`src/rtl/polar_pkg.sv`:
```
package polar_pkg;
  // =====================================================
  // Timing
  localparam int CLK_HZ = 50_000_000;
  localparam int BAUD_RATE = 9600;
  localparam int BAUD_DIV_CYC = CLK_HZ / BAUD_RATE;
  localparam int SHUTTER_PHASE_MS = 50;
  localparam int SHUTTER_PHASE_CYC = (CLK_HZ / 1000) * SHUTTER_PHASE_MS;
  localparam int SHUTTER_TEST_TOGGLES = 20;
  localparam int CHOP_SLOT_HZ = 200;
  localparam int CHOP_TIMEOUT_CYC = 2 * (CLK_HZ / CHOP_SLOT_HZ);
  // =====================================================
  // Geometry
  localparam int COUNT_W = 24;
  localparam int DETECTORS = 3;
  localparam int CHANNELS = 2 * DETECTORS;
  localparam int READ_BYTES = 18;
  localparam int STEP_MILLIDEG = 1800;
  localparam int STEPS_PER_REV = 360_000 / STEP_MILLIDEG;
  localparam int TX_FIFO_DEPTH = 16;
  localparam logic [15:0] INTEG_RESET = 16'h0001;
  // =====================================================
  // Command codes and reply characters
  localparam logic [7:0] CMD_ECHO_SAME = 8'h11;
  localparam logic [7:0] CMD_ECHO_NEXT = 8'h12;
  localparam logic [7:0] CMD_PLATE_TEST = 8'h21;
  localparam logic [7:0] CMD_CHOP_TEST = 8'h22;
  localparam logic [7:0] CMD_SHUT_TEST = 8'h24;
  localparam logic [7:0] CMD_READ = 8'h60;
  localparam logic [7:0] CMD_SET_RPS = 8'h72;
  localparam logic [7:0] CMD_STATUS = 8'h81;
  localparam logic [7:0] CMD_SHUT_OPEN = 8'ha1;
  localparam logic [7:0] CMD_SHUT_CLOSE = 8'ha2;
  localparam logic [7:0] CMD_SET_INTEG = 8'hd0;
  localparam logic [3:0] GRP_CLEAR = 4'h3;
  localparam logic [3:0] GRP_START = 4'h4;
  localparam logic [3:0] GRP_STOP = 4'h5;
  localparam logic [7:0] ASCII_OK = 8'h4f;
  localparam logic [7:0] ASCII_NOT = 8'h4e;
  localparam logic [7:0] ASCII_PROGRESS = 8'h50;
  localparam logic [7:0] ASCII_COMPLETE = 8'h43;
  localparam logic [7:0] RPS_RESET = 8'h64;

  typedef enum {ST_IDLE, ST_ARG1, ST_ARG2, ST_SEND, ST_SHUT} cmd_state_t;
  typedef enum {SG_WAIT_ORD, SG_ORD, SG_WAIT_EXT, SG_EXT} steer_t;
endpackage

```
`src/rtl/byte_stream_if.sv`:
```
`timescale 1ns/10ps
interface byte_stream_if #(parameter int WIDTH = 8);
  logic valid;
  logic ready;
  logic [WIDTH-1:0] data;
  modport source(output valid, output data, input ready);
  modport sink(input valid, input data, output ready);
endinterface

```
`src/rtl/byte_fifo.sv`:
```
`timescale 1ns/10ps
module byte_fifo #(
  parameter int WIDTH = 8,
  parameter int DEPTH = 16
) (
  input wire logic mclk,
  input wire logic sys_rst,
  byte_stream_if.sink wr,
  byte_stream_if.source rd
);
  localparam int AW = $clog2(DEPTH);
  if (DEPTH < 2 || (1 << AW) != DEPTH) begin : g_bad_depth
    $error("byte_fifo depth must be a power of two");
  end
  logic [WIDTH-1:0] mem [DEPTH];
  logic [AW:0] wp_q;
  logic [AW:0] rp_q;
  logic full;
  logic empty;
  assign empty = wp_q == rp_q;
  assign full = (wp_q[AW] != rp_q[AW]) && (wp_q[AW-1:0] == rp_q[AW-1:0]);
  assign wr.ready = !full;
  assign rd.valid = !empty;
  assign rd.data = mem[rp_q[AW-1:0]];

  always_ff @(posedge mclk) begin
    if (wr.valid && !full) begin
      mem[wp_q[AW-1:0]] <= wr.data;
    end
  end

  always_ff @(posedge mclk) begin
    if (sys_rst) begin
      wp_q <= '0;
      rp_q <= '0;
    end else begin
      if (wr.valid && !full) wp_q <= wp_q + 1'b1;
      if (rd.ready && !empty) rp_q <= rp_q + 1'b1;
    end
  end
endmodule

```
`src/rtl/polarimeter_serial_command_controller.sv`:
```
`timescale 1ns/10ps
module polarimeter_serial_command_controller #(
  parameter int BAUD_DIV = polar_pkg::BAUD_DIV_CYC,
  parameter int SHUT_PHASE = polar_pkg::SHUTTER_PHASE_CYC,
  parameter int CHOP_TIMEOUT = polar_pkg::CHOP_TIMEOUT_CYC
) (
  input wire logic mclk,
  input wire logic sys_rst,
  input wire logic rxd_pin,
  output logic txd,
  input wire logic [polar_pkg::DETECTORS-1:0] photon_detector_pulse,
  input wire logic slot_ord_sensor,
  input wire logic slot_ext_sensor,
  input wire logic plate_rotation_ok,
  input wire logic plate_step_pulse,
  output logic shutter_open,
  output logic [7:0] chopper_rps,
  output logic [7:0] plate_position,
  output logic integration_running
);
  import polar_pkg::*;

  if (SHUT_PHASE < 1 || CHOP_TIMEOUT < 2 || CHOP_TIMEOUT > 16777215) begin : g_bad_timing
    $error("timing parameter out of range");
  end

  byte_stream_if rx_if();
  byte_stream_if cmd_tx_if();
  byte_stream_if line_tx_if();

  serial_port #(.DIV(BAUD_DIV)) u_port (
    .mclk(mclk),
    .sys_rst(sys_rst),
    .rxd_pin(rxd_pin),
    .txd(txd),
    .rx(rx_if.source),
    .tx(line_tx_if.sink)
  );

  byte_fifo #(.WIDTH(8), .DEPTH(TX_FIFO_DEPTH)) u_tx_fifo (
    .mclk(mclk),
    .sys_rst(sys_rst),
    .wr(cmd_tx_if.sink),
    .rd(line_tx_if.source)
  );

  // The receiver cannot be stalled; bytes arriving while a command runs are lost.
  assign rx_if.ready = 1'b1;

  // =====================================================
  // Pin synchronisers and edge detection
  logic [2:0] ord_s_q;
  logic [2:0] ext_s_q;
  logic [2:0] plate_ok_s_q;
  logic [2:0] step_s_q;
  logic [2:0] det_s_q [DETECTORS];
  logic ord_rise;
  logic ord_fall;
  logic ext_rise;
  logic ext_fall;
  logic [DETECTORS-1:0] det_rise;

  always_ff @(posedge mclk) begin
    if (sys_rst) begin
      ord_s_q <= '0;
      ext_s_q <= '0;
      plate_ok_s_q <= '0;
      step_s_q <= '0;
    end else begin
      ord_s_q <= {ord_s_q[1:0], slot_ord_sensor};
      ext_s_q <= {ext_s_q[1:0], slot_ext_sensor};
      plate_ok_s_q <= {plate_ok_s_q[1:0], plate_rotation_ok};
      step_s_q <= {step_s_q[1:0], plate_step_pulse};
    end
  end

  assign ord_rise = ord_s_q[1] && !ord_s_q[2];
  assign ord_fall = !ord_s_q[1] && ord_s_q[2];
  assign ext_rise = ext_s_q[1] && !ext_s_q[2];
  assign ext_fall = !ext_s_q[1] && ext_s_q[2];

  // =====================================================
  // Command engine
  cmd_state_t state_q;
  logic [7:0] cmd_q;
  logic [7:0] reply_q;
  logic read_mode_q;
  logic [4:0] send_left_q;
  logic [2:0] word_q;
  logic [1:0] lane_q;
  logic [15:0] integ_num_q;
  logic [7:0] integ_hi_q;
  logic manual_open_q;
  logic [2:0] clr_mask_q;
  logic [2:0] start_mask_q;
  logic [2:0] stop_mask_q;
  logic [31:0] shut_cnt_q;
  logic [4:0] shut_toggles_q;
  logic shut_level_q;
  logic gate_q;
  logic spinning;
  logic [COUNT_W-1:0] cnt_q [CHANNELS];
  logic [COUNT_W-1:0] snap_q [CHANNELS];
  logic [7:0] rx_byte;

  assign rx_byte = rx_if.data;

  // Low nibble picks detectors 1, 2, 3 by bits 0..2; bit 3 picks all three.
  function automatic logic [2:0] detector_mask(input logic [7:0] code);
    detector_mask = code[3] ? 3'b111 : code[2:0];
  endfunction

  function automatic logic [7:0] pick_lane(input logic [COUNT_W-1:0] w, input logic [1:0] lane);
    case (lane)
      2'd0: pick_lane = w[23:16];
      2'd1: pick_lane = w[15:8];
      default: pick_lane = w[7:0];
    endcase
  endfunction

  assign cmd_tx_if.valid = state_q == ST_SEND;
  assign cmd_tx_if.data = read_mode_q ? pick_lane(snap_q[word_q], lane_q) : reply_q;

  always_ff @(posedge mclk) begin
    if (sys_rst) begin
      state_q <= ST_IDLE;
      cmd_q <= '0;
      reply_q <= '0;
      read_mode_q <= 1'b0;
      send_left_q <= '0;
      word_q <= '0;
      lane_q <= '0;
      integ_num_q <= INTEG_RESET;
      integ_hi_q <= '0;
      chopper_rps <= RPS_RESET;
      manual_open_q <= 1'b0;
      clr_mask_q <= '0;
      start_mask_q <= '0;
      stop_mask_q <= '0;
      shut_cnt_q <= '0;
      shut_toggles_q <= '0;
      shut_level_q <= 1'b0;
    end else begin
      clr_mask_q <= '0;
      start_mask_q <= '0;
      stop_mask_q <= '0;
      case (state_q)
        ST_IDLE: begin
          if (rx_if.valid) begin
            cmd_q <= rx_byte;
            read_mode_q <= 1'b0;
            send_left_q <= 5'd1;
            case (rx_byte)
              CMD_ECHO_SAME, CMD_ECHO_NEXT, CMD_SET_RPS, CMD_SET_INTEG: state_q <= ST_ARG1;
              CMD_PLATE_TEST: begin
                reply_q <= plate_ok_s_q[1] ? ASCII_OK : ASCII_NOT;
                state_q <= ST_SEND;
              end
              CMD_CHOP_TEST: begin
                reply_q <= spinning ? ASCII_OK : ASCII_NOT;
                state_q <= ST_SEND;
              end
              CMD_SHUT_TEST: begin
                shut_cnt_q <= '0;
                shut_toggles_q <= '0;
                shut_level_q <= 1'b1;
                state_q <= ST_SHUT;
              end
              CMD_SHUT_OPEN: manual_open_q <= 1'b1;
              CMD_SHUT_CLOSE: manual_open_q <= 1'b0;
              CMD_STATUS: begin
                reply_q <= gate_q ? ASCII_PROGRESS : ASCII_COMPLETE;
                state_q <= ST_SEND;
              end
              CMD_READ: begin
                snap_q <= cnt_q;
                read_mode_q <= 1'b1;
                send_left_q <= 5'(READ_BYTES);
                word_q <= '0;
                lane_q <= '0;
                state_q <= ST_SEND;
              end
              default: begin
                if (rx_byte[7:4] == GRP_CLEAR) clr_mask_q <= detector_mask(rx_byte);
                if (rx_byte[7:4] == GRP_START) start_mask_q <= detector_mask(rx_byte);
                if (rx_byte[7:4] == GRP_STOP) stop_mask_q <= detector_mask(rx_byte);
              end
            endcase
          end
        end
        ST_ARG1: begin
          if (rx_if.valid) begin
            state_q <= ST_SEND;
            case (cmd_q)
              CMD_ECHO_SAME: reply_q <= rx_byte;
              CMD_ECHO_NEXT: reply_q <= rx_byte + 8'h01;
              CMD_SET_RPS: begin
                chopper_rps <= rx_byte;
                state_q <= ST_IDLE;
              end
              default: begin
                integ_hi_q <= rx_byte;
                state_q <= ST_ARG2;
              end
            endcase
          end
        end
        ST_ARG2: begin
          if (rx_if.valid) begin
            integ_num_q <= {integ_hi_q, rx_byte};
            state_q <= ST_IDLE;
          end
        end
        ST_SEND: begin
          if (cmd_tx_if.ready) begin
            send_left_q <= send_left_q - 1'b1;
            if (lane_q == 2'd2) begin
              lane_q <= '0;
              word_q <= word_q + 1'b1;
            end else begin
              lane_q <= lane_q + 1'b1;
            end
            if (send_left_q == 5'd1) state_q <= ST_IDLE;
          end
        end
        ST_SHUT: begin
          if (shut_cnt_q == 32'(SHUT_PHASE - 1)) begin
            shut_cnt_q <= '0;
            shut_level_q <= !shut_level_q;
            shut_toggles_q <= shut_toggles_q + 1'b1;
            if (shut_toggles_q == 5'(SHUTTER_TEST_TOGGLES - 1)) begin
              reply_q <= ASCII_OK;
              state_q <= ST_SEND;
            end
          end else begin
            shut_cnt_q <= shut_cnt_q + 1'b1;
          end
        end
        default: state_q <= ST_IDLE;
      endcase
    end
  end

  // =====================================================
  // Shutter drive
  always_ff @(posedge mclk) begin
    if (sys_rst) shutter_open <= 1'b0;
    else if (state_q == ST_SHUT) shutter_open <= shut_level_q;
    else shutter_open <= manual_open_q || gate_q;
  end

  // =====================================================
  // Master gate, integration count and steering
  steer_t steer_q;
  logic [2:0] run_q;
  logic [15:0] integ_left_q;

  always_ff @(posedge mclk) begin
    if (sys_rst) begin
      run_q <= '0;
      gate_q <= 1'b0;
      steer_q <= SG_WAIT_ORD;
      integ_left_q <= '0;
    end else begin
      run_q <= (run_q | start_mask_q) & ~stop_mask_q;
      if (start_mask_q != 0 && !gate_q && integ_num_q != 0) begin
        gate_q <= 1'b1;
        integ_left_q <= integ_num_q;
        steer_q <= SG_WAIT_ORD;
      end else if (stop_mask_q == 3'b111 || !gate_q) begin
        gate_q <= 1'b0;
        steer_q <= SG_WAIT_ORD;
      end else begin
        case (steer_q)
          SG_WAIT_ORD: if (ord_rise) steer_q <= SG_ORD;
          SG_ORD: if (ord_fall) steer_q <= SG_WAIT_EXT;
          SG_WAIT_EXT: begin
            if (ext_rise) begin
              steer_q <= SG_EXT;
              integ_left_q <= integ_left_q - 1'b1;
            end
          end
          SG_EXT: begin
            if (ext_fall) begin
              steer_q <= SG_WAIT_ORD;
              if (integ_left_q == 0) gate_q <= 1'b0;
            end
          end
          default: steer_q <= SG_WAIT_ORD;
        endcase
      end
    end
  end

  always_ff @(posedge mclk) begin
    if (sys_rst) integration_running <= 1'b0;
    else integration_running <= gate_q;
  end

  // =====================================================
  // Detector counters, one ordinary and one extraordinary per detector
  for (genvar d = 0; d < DETECTORS; d++) begin : g_det
    always_ff @(posedge mclk) begin
      if (sys_rst) det_s_q[d] <= '0;
      else det_s_q[d] <= {det_s_q[d][1:0], photon_detector_pulse[d]};
    end
    assign det_rise[d] = det_s_q[d][1] && !det_s_q[d][2];

    always_ff @(posedge mclk) begin
      if (sys_rst || clr_mask_q[d]) begin
        cnt_q[2*d] <= '0;
        cnt_q[2*d+1] <= '0;
      end else if (gate_q && run_q[d] && det_rise[d]) begin
        if (steer_q == SG_ORD) cnt_q[2*d] <= cnt_q[2*d] + 1'b1;
        if (steer_q == SG_EXT) cnt_q[2*d+1] <= cnt_q[2*d+1] + 1'b1;
      end
    end
  end

  // =====================================================
  // Chopper watchdog: slots alternate at twice the wheel rate, so two
  // alternation periods without an ordinary edge means the wheel has stopped.
  logic [23:0] chop_cnt_q;
  assign spinning = chop_cnt_q < 24'(CHOP_TIMEOUT);

  always_ff @(posedge mclk) begin
    if (sys_rst) chop_cnt_q <= 24'(CHOP_TIMEOUT);
    else if (ord_rise) chop_cnt_q <= '0;
    else if (spinning) chop_cnt_q <= chop_cnt_q + 1'b1;
  end

  // =====================================================
  // Plate position in whole steps, wrapping after one turn
  always_ff @(posedge mclk) begin
    if (sys_rst) plate_position <= '0;
    else if (step_s_q[1] && !step_s_q[2]) begin
      if (plate_position == 8'(STEPS_PER_REV - 1)) plate_position <= '0;
      else plate_position <= plate_position + 1'b1;
    end
  end
endmodule

```
`src/rtl/serial_port.sv`:
```
`timescale 1ns/10ps
module serial_port #(
  parameter int DIV = 5208
) (
  input wire logic mclk,
  input wire logic sys_rst,
  input wire logic rxd_pin,
  output logic txd,
  byte_stream_if.source rx,
  byte_stream_if.sink tx
);
  if (DIV < 4 || DIV > 65535) begin : g_bad_div
    $error("serial_port divider out of range");
  end
  // =====================================================
  // Receiver: 8N1, sampled at the middle of each bit.
  logic [1:0] rx_s_q;
  logic [15:0] rx_cnt_q;
  logic [3:0] rx_bit_q;
  logic [8:0] rx_sh_q;
  logic rx_busy_q;
  logic rx_valid_q;
  assign rx.valid = rx_valid_q;
  assign rx.data = rx_sh_q[7:0];

  always_ff @(posedge mclk) begin
    if (sys_rst) rx_s_q <= 2'b11;
    else rx_s_q <= {rx_s_q[0], rxd_pin};
  end

  always_ff @(posedge mclk) begin
    if (sys_rst) begin
      rx_busy_q <= 1'b0;
      rx_cnt_q <= '0;
      rx_bit_q <= '0;
      rx_sh_q <= '0;
      rx_valid_q <= 1'b0;
    end else begin
      rx_valid_q <= 1'b0;
      if (!rx_busy_q) begin
        if (!rx_s_q[1]) begin
          rx_busy_q <= 1'b1;
          rx_cnt_q <= 16'(DIV / 2);
          rx_bit_q <= '0;
        end
      end else if (rx_cnt_q != 0) begin
        rx_cnt_q <= rx_cnt_q - 1'b1;
      end else begin
        rx_cnt_q <= 16'(DIV - 1);
        rx_bit_q <= rx_bit_q + 1'b1;
        if (rx_bit_q == 0 && rx_s_q[1]) begin
          rx_busy_q <= 1'b0;
        end else if (rx_bit_q != 0) begin
          rx_sh_q <= {rx_s_q[1], rx_sh_q[8:1]};
        end
        if (rx_bit_q == 4'd9) begin
          rx_busy_q <= 1'b0;
          // A byte whose stop bit is low is a framing error and is dropped.
          rx_valid_q <= rx_s_q[1];
        end
      end
    end
  end
  // =====================================================
  // Transmitter: start, eight data bits LSB first, one stop bit.
  logic [9:0] tx_sh_q;
  logic [15:0] tx_cnt_q;
  logic [3:0] tx_left_q;
  // Ready also waits out the stop bit, or a byte popped from the FIFO during it would be dropped unsent.
  assign tx.ready = (tx_left_q == 0) && (tx_cnt_q == 0);

  always_ff @(posedge mclk) begin
    if (sys_rst) begin
      tx_sh_q <= '1;
      tx_cnt_q <= '0;
      tx_left_q <= '0;
      txd <= 1'b1;
    end else if (tx_cnt_q != 0) begin
      tx_cnt_q <= tx_cnt_q - 1'b1;
    end else if (tx_left_q == 0) begin
      txd <= 1'b1;
      if (tx.valid) begin
        tx_sh_q <= {1'b1, tx.data, 1'b0};
        tx_left_q <= 4'd10;
        tx_cnt_q <= '0;
      end
    end else begin
      txd <= tx_sh_q[0];
      tx_sh_q <= {1'b1, tx_sh_q[9:1]};
      tx_left_q <= tx_left_q - 1'b1;
      tx_cnt_q <= 16'(DIV - 1);
    end
  end
endmodule

```
`config.mk`:
```
export PLATFORM = sky130hd
export DESIGN_NAME = polarimeter_serial_command_controller
export DESIGN_NICKNAME = d
export VERILOG_FILES = /design/src/rtl/polar_pkg.sv /design/src/rtl/byte_stream_if.sv /design/src/rtl/byte_fifo.sv /design/src/rtl/polarimeter_serial_command_controller.sv /design/src/rtl/serial_port.sv
export SDC_FILE = /design/constraint.sdc
export NUM_CORES = 1
export LEC_CHECK = 0
export BUFFER_PORTS_ARGS = -buffer_cell sky130_fd_sc_hd__buf_4
export CORE_ASPECT_RATIO = 0.8
export CORE_UTILIZATION = 45
export CTS_CLUSTER_DIAMETER = 100
export CTS_CLUSTER_SIZE = 40
export DETAILED_ROUTE_END_ITERATION = 16
export PLACE_DENSITY = 0.57
export SLEW_MARGIN = 10
export SYNTH_ARGS = -nofsm -noshare
export SYNTH_HDL_FRONTEND = slang
export SYNTH_SLANG_ARGS = --single-unit
```
`constraint.sdc`:
```
create_clock -name mclk -period 18.2 [get_ports mclk]
set_input_delay 3.64 -clock mclk [delete_from_list [all_inputs] [get_ports mclk]]
set_output_delay 3.64 -clock mclk [all_outputs]
set_load 0.01 [all_outputs]
```
Word-level counts from Yosys, hierarchy flattened
Memory sizes are Yosys's and may differ from the RTL's. A register that Yosys moved wholly into a read port is not among the register bits.
Cells that the tools add are included.
- ROM bits: 0
- bits in latches: 0
- bits in registers: 598
- memory bits (writable): 137
- input bits: 10
- memories kept: 2
- output and inout port bits: 19
- memories (memory ; depth ; bits a word ; read ports ; clocked after memory_dff ; write ports ; RTL line ; text):
    u_tx_fifo.mem ; 16 ; 8 ; 1 ; 1 ; 1 ; byte_fifo.sv:15 ; logic [WIDTH-1:0] mem [DEPTH];
    det_s_q ; 3 ; 3 ; 3 ; 0 ; 3 ; polarimeter_serial_command_controller.sv:56 ; logic [2:0] det_s_q [DETECTORS];
- order comparisons: 2
- add/subtract/negate cells: 21
- multipliers: 0
- shift operators: 0
- bitwise gates (word level): 19
- eq/ne operators: 61
- muxes and demuxes: 101
- reductions and logical operators: 95
- divide/modulo/power cells: 0
- operators with widths (kind ; number):
    32-bit 2-to-1 mux ; 14
    24-bit by 1-bit adder with 24-bit output, second input constant ; 7
    32-bit by 2-bit equality test with 1-bit output, second input constant ; 5
    16-bit 2-to-1 mux ; 10
    32-bit case mux with 5 select lines ; 1
    32-bit case mux with 4 select lines ; 1
    32-bit by 3-bit equality test with 1-bit output, second input constant ; 3
    32-bit case mux with 3 select lines ; 1
    24-bit binary-select mux with 3-bit select ; 1
    32-bit by 1-bit equality test with 1-bit output, second input constant ; 2
    32-bit logical NOT ; 2
    32-bit case mux with 2 select lines ; 1
    24-bit 2-to-1 mux ; 2
    8-bit 2-to-1 mux ; 6
    8-bit case mux with 3 select lines ; 2
    16-bit nonzero test ; 3
    16-bit by 1-bit subtractor with 16-bit output, second input constant ; 3
    15-bit OR reduction ; 3
    8-bit equality test, second input constant ; 5
    19-bit 2-to-1 mux ; 2
    5-bit 2-to-1 mux ; 7
    32-bit by 1-bit adder with 32-bit output, second input constant ; 1
    32-bit by 22-bit equality test with 1-bit output, second input constant ; 1
    32-bit by 4-bit equality test with 1-bit output, second input constant ; 1
    62 further kinds ; 215

Depth between registers and ports, before layout
Gate-level depths: netlist of run 1.
- depth after elaboration: 6
- mapped depth: 11

Hierarchy
From an unflattened synthesis of run 1, not the netlist that was laid out.
- cell total of the unflattened synthesis: 2611
- area, all modules: 29096.7 sq um
- modules (own cells, without submodules) (module ; cells each ; area an instance (sq um) ; times used):
    polarimeter_serial_command_controller ; 1963 ; 20096.8 ; 1
    byte_fifo ; 284 ; 5799.3 ; 1
    serial_port ; 364 ; 3200.6 ; 1

Worst setup path before layout of run 1
OpenSTA, ideal clock, no wires.
- path type: input-to-reg
- start: in sys_rst
- end: reg snap_q[0] (netlist name), enable pin
- slack: 3.590 ns
- stages on the path: 3
- required time: 17.377 ns
- arrival: 13.787 ns
- path buffers: 2
- library setup time: 0.823 ns
- path through: clkbuf_1 buf_1 nor3_1
- word-level cells in the longest chain between the ends: 2
- RTL lines (element ; RTL line ; text):
    start: declaration ; polarimeter_serial_command_controller.sv:8 ; input wire logic sys_rst,
    1-bit NOT (no line) ; -- ;
    4-bit AND reduction (no line) ; -- ;
    end signal: assignment ; polarimeter_serial_command_controller.sv:176 ; snap_q <= cnt_q;
    end: declaration ; polarimeter_serial_command_controller.sv:103 ; logic [COUNT_W-1:0] snap_q [CHANNELS];
No other way between the ends.
A chain may end at the register's enable or synchronous reset.

Final worst setup path of run 1
- start: in sys_rst
- end: reg snap_q[30] (netlist name), enable pin
Same word-level chain as after synthesis.

==> impl_metrics.ini, run 1 <==
[status]
outcome = finished, final reports clean

[critical_path]
reg2reg_depth = 7
critPathRequiredTime_ns = 18.43
crit_path_frequent_cell = buf_4
crit_cells = 4
max_stage_delay_ns = 0.85
slowest_stage = buf_4
cp_top_family = buffers and inverters
cp_max_fo = 84
cp.arrival_ns = 5.58
cp-start-kind = input port
end_kind = flop
worst-path-buf-inv = 3
path_cells = buf_6 > nor3_2 > buf_4 > buf_4
crit_type = input port to flop

[detailed_routing]
wl_um = 66700
num_vias = 20100
drc = 0
viasPerCell = 5.76
drt-initial-drc-count = 1815
antenna_left = 0
dr.pass1.iters = 7
avgRoutedWirePerCell_um = 19.1

[die]
start_util_pct = 45.6
row_count = 83
die_w_um = 287
ios = 29
coreArea_um2 = 64300
dieArea_um2 = 66200
dieHeight_um = 230

[hold_path]
hp-class = flop to flop
whs_path_depth = 1

[pwr]
combPwrFrac_pct = 7.8
leakagePower_nw = 10.0
seqPwrFrac_pct = 62.9
switching_power_w = 0.000642
intPower_w = 0.00193
p_total_w = 0.00257
sw_frac_of_total_pct = 25.0
power_per_cell_area_nw_per_um2 = 82.7
pwr-share-clk_pct = 29.4
ir_worst_vdd_uv = 70.2

[synth]
synthTopCellsByArea = edfxtp_1 28%, dfxtp_1 28%, mux4_2 5.5%
syn_nets = 2735
synth_edf_count = 272
synth_common_cells = 407 x dfxtp_1, 304 x nor2_1, 272 x edfxtp_1, 202 x nand2_1, 127 x a21oi_1
netlist_instances = 2690
yosys_warnings = 0
ys_async_sr_fraction_pct = 0
ys_seq_elements = 679
yosysMostFrequentCell = dfxtp_1
synthFlopType = dfxtp_1
seq_area_frac_synth_pct = 55.7
yosys.area.top_type = edfxtp_1
yosysUniqueCellTypes = 82
synth_top_area_share_pct = 27.9
syn_area_per_cell_um2 = 10.9
netlist_area_um2 = 29300

[clocking]
ctsResizeCount = 0
cts.sinks = 679
postCtsSetupRepairBufs = 0
cts_tree = built
insertion_delay_ns = 0.62
cts_buffers = 23
clk_pin_slew_ns = 0.14
htree_levels = 1
cts_buffer_depth = 3
hold_buffers = 0
root_buffer = clkbuf_16

[sta]
setup_viol = 0
period_minus_slack_ns = 5.35
finalHoldViolations = 0
skew_ns = 0.0313
tns_ns = 0
fmax_mhz = 187
relSlewSlack_pct = 29.6
layout_worst_path_cycle_share_pct = 29.4
slew_viol_final = 0
rsz0062_at_grt = false
worstMarginPinSlew_ns = 1.05

[global_route]
overflow = 0
grt_pass1_wl_um = 107000
grt_usage_pct = 20.0
grt_pass1_vias = 18800
antenna_found_initial = 2
grt_start_max_net_pins = 85

[run]
cap_viol_max_count = 0

[placed_design]
port_buffers = 28
place_congestion = 0.835
dp_hpwl_um = 45600

[final_layout]
drive_gt1_share_pct = 7.73
areaGrowthSynthToFinish_pct = 5.89
fin_nets = 2668
diodes = 0
## final timing paths
check	from	endpoint	slack (ns)
min	stop_mask_q[1]$_SDFF_PP0_	run_q[1]$_SDFF_PP0_	0.42
max	sys_rst	snap_q[30]$_DFFE_PP_	12.85
max reg2reg	u_port.rx_sh_q[1]$_SDFFE_PP0P_	snap_q[30]$_DFFE_PP_	14.73
min reg2reg	stop_mask_q[1]$_SDFF_PP0_	run_q[1]$_SDFF_PP0_	0.42
## metrics by stage
step | instances | utilization [%] | cell area, µm² | setup slack (ns) | hold slack (ns)
5_1_grt | 3489 | 48.3 | 31000 | 12.77 | 0.439
6_report | 3489 | 48.3 | 31000 | 12.85 | 0.419
3_5_place_dp | 3448 | 47.1 | 30200 | 12.25 | 0.394
2_1_floorplan | 2690 | - | 29300 | 3.59 | 0.389
3_3_place_gp | 3448 | 47.1 | 30200 | 12.33 | 0.398
4_1_cts | 3489 | 48.3 | 31000 | 12.90 | 0.412
## power by group through the flow
stage	Sequential (W)	Clock [W]	Combinational, W
floorplan	0.00164	0	0.000156
detailed placement	0.00165	0	0.000196
global route	0.00162	0.000829	0.000226
CTS	0.00161	0.000780	0.000197
global placement	0.00165	0	0.000191
finish	0.00161	0.000754	0.000199
## final cells by class
type                       count  area (µm²)
multi-input combinational   1797       12200
timing repair buffer          55         417
inverter                      67         251
tap                          850        1060
sequential                   679       16300
clock buffer                  30         633
fill                        5749       33200
clock inverter                11         153
## flip-flops by register name (all words and copies together) (netlist names), 8 cells and up, named ones only
signal,count
chopper_rps,8
integ_num_q,16
reply_q,8
integ_hi_q,8
u_port.rx_sh_q,9
shut_cnt_q,32
u_port.rx_cnt_q,16
cnt_q,144
integ_left_q,16
u_port.tx_sh_q,9
plate_position,8
u_port.tx_cnt_q,16
snap_q,144
cmd_q,8
det_s_q,9
chop_cnt_q,24
u_tx_fifo.mem,128
## kinds of logic after synthesis
group                      share of synthesized area, %
and+or+nand+nor                                    18.8
DFF                                                55.7
AOI/OAI and AO/OA                                  8.43
xor gates and xnor gates                           5.29
muxes                                              7.55
adders and majority gates                          1.49
buffers and inverters                              2.82
## cell usage in the layout (no fill, tap or decap), types with 55 or more instances in the layout
cell type    n
xor2_1      62
nor3_1      78
inv_1       65
o21ai_0     67
nand3_1     94
edfxtp_1   272
xnor2_1    115
nand4_1     63
nor2_1     304
and3_1      55
dfxtp_1    404
mux4_2      72
a21oi_1    126
nand2_1    202
mux2i_1     55
## metal layers
layer | global-route usage, % | vias up | wire, µm
li1 | - | 9694 | -
met1 | 32.1 | 9925 | 34600
met2 | 29.5 | 429 | 28600
met3 | 1.78 | 52 | 2690
met4 | 2.99 | 0 | 856
met5 | 0 | - | 0
Power figures use the tool's default switching activity.
==> run 2: changes to the inputs <==
Settings changed: ABC_AREA set to 1, PLACE_DENSITY 0.57 to 0.59.
Clock period 18.2 ns to 4.85 ns, I/O delays scaled along.
==> impl_metrics.ini, run 2 <==
[detailed_routing]
drt-initial-drc-count = 2087
num_vias = 25300
drc = 0
viasPerCell = 5.17
wl_um = 78000
dr.pass1.iters = 5
antenna_left = 0
avgRoutedWirePerCell_um = 15.9

[sta]
slew_viol_final = 0
relSlewSlack_pct = 26.4
finalHoldViolations = 0
setup_viol = 0
skew_ns = 0.0348
worstMarginPinSlew_ns = 1.10
fmax_mhz = 346
finalWorstSetupSlack_ns = 1.96
tns_ns = 0
layout_worst_path_cycle_share_pct = 59.6
hold_slack_ns = 0.384
period_minus_slack_ns = 2.89
rsz0062_at_grt = false

[critical_path]
cp_max_fo = 16
crit_type = flop to flop
end_kind = flop
cp_top_family = compound AO/OA/AOI/OAI gates
crit_path_frequent_cell = a21oi_1
worst-path-buf-inv = 1
cp-start-kind = flop
rrSetupSlack_ns = 1.96
critPathRequiredTime_ns = 5.30
cp.arrival_ns = 3.34
slowest_stage = nor2_1
worstSetupStartpoint = lane_q[1]$_SDFFE_PP0P_
r2r-end = u_tx_fifo.mem[15][2]$_DFFE_PP_
path_cells = nor2_1 > o21ai_0 > o221ai_1 > a21oi_1 > a21oi_1 > buf_4
max_stage_delay_ns = 0.91
reg2reg_depth = 6
r2r-start = lane_q[1]$_SDFFE_PP0P_

[synth]
seq_area_frac_synth_pct = 51.5
syn_nets = 4031
yosys.area.top_type = edfxtp_1
yosys_warnings = 0
synthTopCellsByArea = edfxtp_1 26%, dfxtp_1 26%, nand2_1 9.8%
synth_common_cells = 829 x nand2_1, 495 x nor2_1, 480 x inv_1, 407 x dfxtp_1, 293 x a21oi_1
ys_async_sr_fraction_pct = 0
synth_top_area_share_pct = 25.8
synthFlopType = dfxtp_1
synth_edf_count = 272
yosysMostFrequentCell = nand2_1
yosysUniqueCellTypes = 51
netlist_area_um2 = 31700
ys_seq_elements = 679
netlist_instances = 3986
syn_area_per_cell_um2 = 7.95

[placed_design]
place_area_um2 = 32800
place_congestion = 0.893
port_buffers = 28
dp_hpwl_um = 55700
place_worst_setup_slack_ns = 1.99

[status]
outcome = finished, final reports clean

[global_route]
grt_usage_pct = 21.5
grt_start_max_net_pins = 145
overflow = 0
grt_pass1_vias = 22800
grt_pass1_wl_um = 125000
antenna_found_initial = 0

[final_layout]
final_common_cell = nand2_1
multiInputGateArea_um2 = 13000
fin_area_um2 = 33800
layout_common_cells = 829 x nand2_1, 494 x nor2_1, 478 x inv_1
diodes = 0
fin_util_pct = 48.7
final-seq-area_um2 = 16300
fin_nets = 3996
nFillCells = 6916
drive_gt1_share_pct = 4.23
areaGrowthSynthToFinish_pct = 6.57

[die]
dieHeight_um = 239
coreArea_um2 = 69300
ios = 29
die_w_um = 299
row_count = 86
start_util_pct = 45.7
dieArea_um2 = 71500

[pwr]
power_per_cell_area_nw_per_um2 = 298
seqPwrFrac_pct = 60.5
sw_frac_of_total_pct = 25.7
intPower_w = 0.00749
leakagePower_nw = 12.4
ir_worst_vdd_uv = 243
switching_power_w = 0.00259
pwr-share-clk_pct = 31.5
combPwrFrac_pct = 8.1

[clocking]
root_buffer = clkbuf_16
cts_buffers = 26
postCtsSetupRepairBufs = 0
htree_levels = 1
insertion_delay_ns = 0.63
clk_pin_slew_ns = 0.14
cts.sinks = 679
cts_buffer_depth = 3
hold_buffers = 0
cts_tree = built
ctsResizeCount = 0

[hold_path]
whs_endpoint = plate_ok_s_q[1]$_SDFF_PP0_
hp-class = flop to flop
worstHoldStart = plate_ok_s_q[0]$_SDFF_PP0_
whs_path_depth = 2

[run]
cap_viol_max_count = 0
-- run 2: cell count changes after synthesis, moves of 37 or more --
cell / delta
nor4_1: -42
nand3_1: +172
nor2_1: +191
mux4_2: -72
inv_1: +415
nand2_1: +627
and3_1: -46
a21oi_1: +166
nor2b_1: -39
xnor2_1: -95
o21ai_0: +221
mux2i_1: -49
clkbuf_1: -37
-- run 2: metrics by stage --
stage | power (W) | std cells
6_report | 0.0101 | 4895
5_1_grt | 0.0105 | 4895
4_1_cts | 0.0102 | 4895
3_5_place_dp | 0.00703 | 4847
3_3_place_gp | 0.00702 | 4847
2_1_floorplan | 0.00685 | 3986
-- run 2: per-layer routing --
layer  vias to the layer above  track usage, %  routed length [µm]
li1                      13100               -                   -
met1                     11700            33.4               40200
met2                       520            32.4               32900
met3                        60            2.27                3750
met4                         0            3.50                1160
met5                         -               0                   0
-- run 2: layout make-up --
type / instances / share of cell area, %
timing repair buffer: 56 / 1.28
tap: 924 / 3.42
multi-input combinational: 2687 / 38.5
sequential: 679 / 48.3
clock inverter: 15 / 0.685
inverter: 501 / 5.57
clock buffer: 33 / 2.19
-- run 2: cell families (layout without fill, tap and decap cells) --
group	count (synthesis)	in the layout	synth area share, %
AND/OR/NAND/NOR	1855	1855	25.0
AO/OA/AOI/OAI	701	701	11.9
flip-flops	679	679	51.5
buffers and inverters	620	605	7.49
XOR/XNOR	90	90	2.49
adder cells (fa/ha/maj)	35	35	1.38
multiplexers	6	6	0.190
-- run 2: worst min-delay path, delay by kind of cell, from the launching register on --
family	cells	cell delay, ns
DFF	1	0.31
buffers and inverters	1	0.04
and+or+nand+nor	1	0.03
-- run 2: how the worst max path moves through the flow --
| stage | end | slack (ns) | cells after the start |
|---|---|---|---|
| final | u_tx_fifo.mem[15][2]$_DFFE_PP_ | 1.96 | 6 |
| after global routing | shut_cnt_q[8]$_SDFFE_PP0P_ | 1.66 | 12 |
| after CTS | u_tx_fifo.mem[15][2]$_DFFE_PP_ | 1.97 | 6 |
| after detailed placement | shut_cnt_q[8]$_SDFFE_PP0P_ | 1.99 | 12 |
| after global placement | shut_cnt_q[8]$_SDFFE_PP0P_ | 2.02 | 12 |
| after floorplan | snap_q[0]$_DFFE_PP_ | 0.72 | 5 |
-- run 2: power groups by stage --
stage                     clock [W]  sequential, W  combinational [W]
after floorplan                   0        0.00620           0.000651
after global placement            0        0.00622           0.000804
after global routing        0.00344        0.00612           0.000935
after detailed placement          0        0.00622           0.000810
final                       0.00317        0.00609           0.000812
after CTS                   0.00326        0.00609           0.000816
==> run 3: changes to the inputs <==
Clock period 4.85 ns to 2.43 ns, I/O delays scaled along.
==> impl_metrics.ini, run 3 (synthesis gave the netlist of run 2 again) <==
[status]
outcome = finished, final reports clean

[detailed_routing]
avgRoutedWirePerCell_um = 16.2
dr.pass1.iters = 6
drc = 0
antenna_left = 0
num_vias = 25700
viasPerCell = 5.18
drt-initial-drc-count = 2272
wl_um = 80300

[clocking]
cts_tree = built
htree_levels = 1
ctsResizeCount = 0
insertion_delay_ns = 0.64
clk_pin_slew_ns = 0.13
postCtsSetupRepairBufs = 0
hold_buffers = 0
cts_buffers = 26
cts.sinks = 679
cts_buffer_depth = 3
root_buffer = clkbuf_16

[critical_path]
cp-start-kind = flop
crit_type = flop to flop
cp.arrival_ns = 2.66
critPathRequiredTime_ns = 2.89
cp_max_fo = 24
end_kind = flop
rrSetupSlack_ns = 0.24

[final_layout]
fin_area_um2 = 34500
fin_nets = 4065
final_common_cell = nand2_1
nFillCells = 6822
diodes = 0
areaGrowthSynthToFinish_pct = 8.81
stdcell_count = 4964
layout_common_cells = 829 x nand2_1, 492 x nor2_1, 478 x inv_1
drive_gt1_share_pct = 5.97

[sta]
skew_ns = 0.0355
tns_ns = 0
worstMarginPinSlew_ns = 0.894
slew_viol_final = 0
finalHoldViolations = 0
relSlewSlack_pct = 40.2
rsz0062_at_grt = true
fmax_mhz = 456
layout_worst_path_cycle_share_pct = 90.3
setup_viol = 0
period_minus_slack_ns = 2.19

[die]
die_w_um = 299
coreArea_um2 = 69300
start_util_pct = 45.7
dieHeight_um = 239
row_count = 86
dieArea_um2 = 71500
ios = 29

[hold_path]
hp-class = input port to flop

[pwr]
p_total_w = 0.0202
power_per_cell_area_nw_per_um2 = 587
leakagePower_nw = 12.7
ir_worst_vdd_uv = 611

[placed_design]
place_area_um2 = 33500
dp_hpwl_um = 58900
post-place-cells = 4916
port_buffers = 28
place_congestion = 0.913

[global_route]
grt_pass1_vias = 23500
grt_usage_pct = 22.5
overflow = 0
antenna_found_initial = 1
grt_start_max_net_pins = 76
grt_pass1_wl_um = 130000

[run]
cap_viol_max_count = 0
==> run 3: changes by cell type in the layout (fill, tap and decap cells not counted), sizes merged <==
cell / delta
bufinv: -1
clkbuf: -1
buf: +69
inv: -3
clkinv: +5
==> run 3: area by class of cell <==
class                           count  area, µm²  share of cell area (%)
Clock buffer                       32        737                    2.14
Multi-Input combinational cell   2687      13000                    37.8
Sequential cell                   679      16300                    47.3
Tap cell                          924       1160                    3.35
Clock inverter                     16        274                   0.795
Timing Repair Buffer              125       1090                    3.16
Inverter                          501       1880                    5.45
==> run 3: final timing paths <==
check,cells past startpoint,endpoint,start
min reg2reg,2,det_s_q[1][1]$_SDFF_PP0_,det_s_q[1][0]$_SDFF_PP0_
max,9,u_tx_fifo.mem[0][3]$_DFFE_PP_,word_q[0]$_SDFFE_PP0P_
max reg2reg,9,u_tx_fifo.mem[0][3]$_DFFE_PP_,word_q[0]$_SDFFE_PP0P_
min,2,u_port.rx_s_q[0]$_SDFF_PP1_,rxd_pin
==> run 3: report_power, final <==
part | leakage [nW] | switching, W | internal [W] | total, W
clock network | 0.478 | 0.00396 | 0.00241 | 0.00637
logic | 6.48 | 0.00110 | 0.000602 | 0.00170
registers | 5.78 | 0.000196 | 0.0120 | 0.0122
total | 12.7 | 0.00526 | 0.0150 | 0.0202
==> run 3: worst max-delay path, cell delays in order, from the launching register on <==
cell,delay [ns]
dfxtp_2,0.36
inv_2,0.30
buf_4,0.34
nor2_1,0.07
nor2_1,0.08
o21ai_0,0.10
o221ai_1,0.10
a21oi_1,0.09
a21oi_1,0.29
buf_4,0.29
==> run 3: through the flow <==
step	hold WS, ns	worst slack [ns]	utilization (%)
2_1_floorplan	0.388	-1.30	-
3_3_place_gp	0.388	0.295	48.3
3_5_place_dp	0.393	0.293	48.3
4_1_cts	0.000246	0.268	49.7
5_1_grt	0.0163	-0.0139	49.8
6_report	0.0333	0.235	49.8
==> run 3: layer usage <==
layer | part of all wire [%] | routed length [µm] | vias to the layer above | track usage (%)
met1 | 50 | 40000 | 11800 | 34.1
met3 | 5.6 | 4470 | 91 | 2.78
met2 | 43 | 34200 | 622 | 34.3
met4 | 2.0 | 1570 | 2 | 4.55
met5 | 0.016 | 13 | - | 0
li1 | - | - | 13200 | -
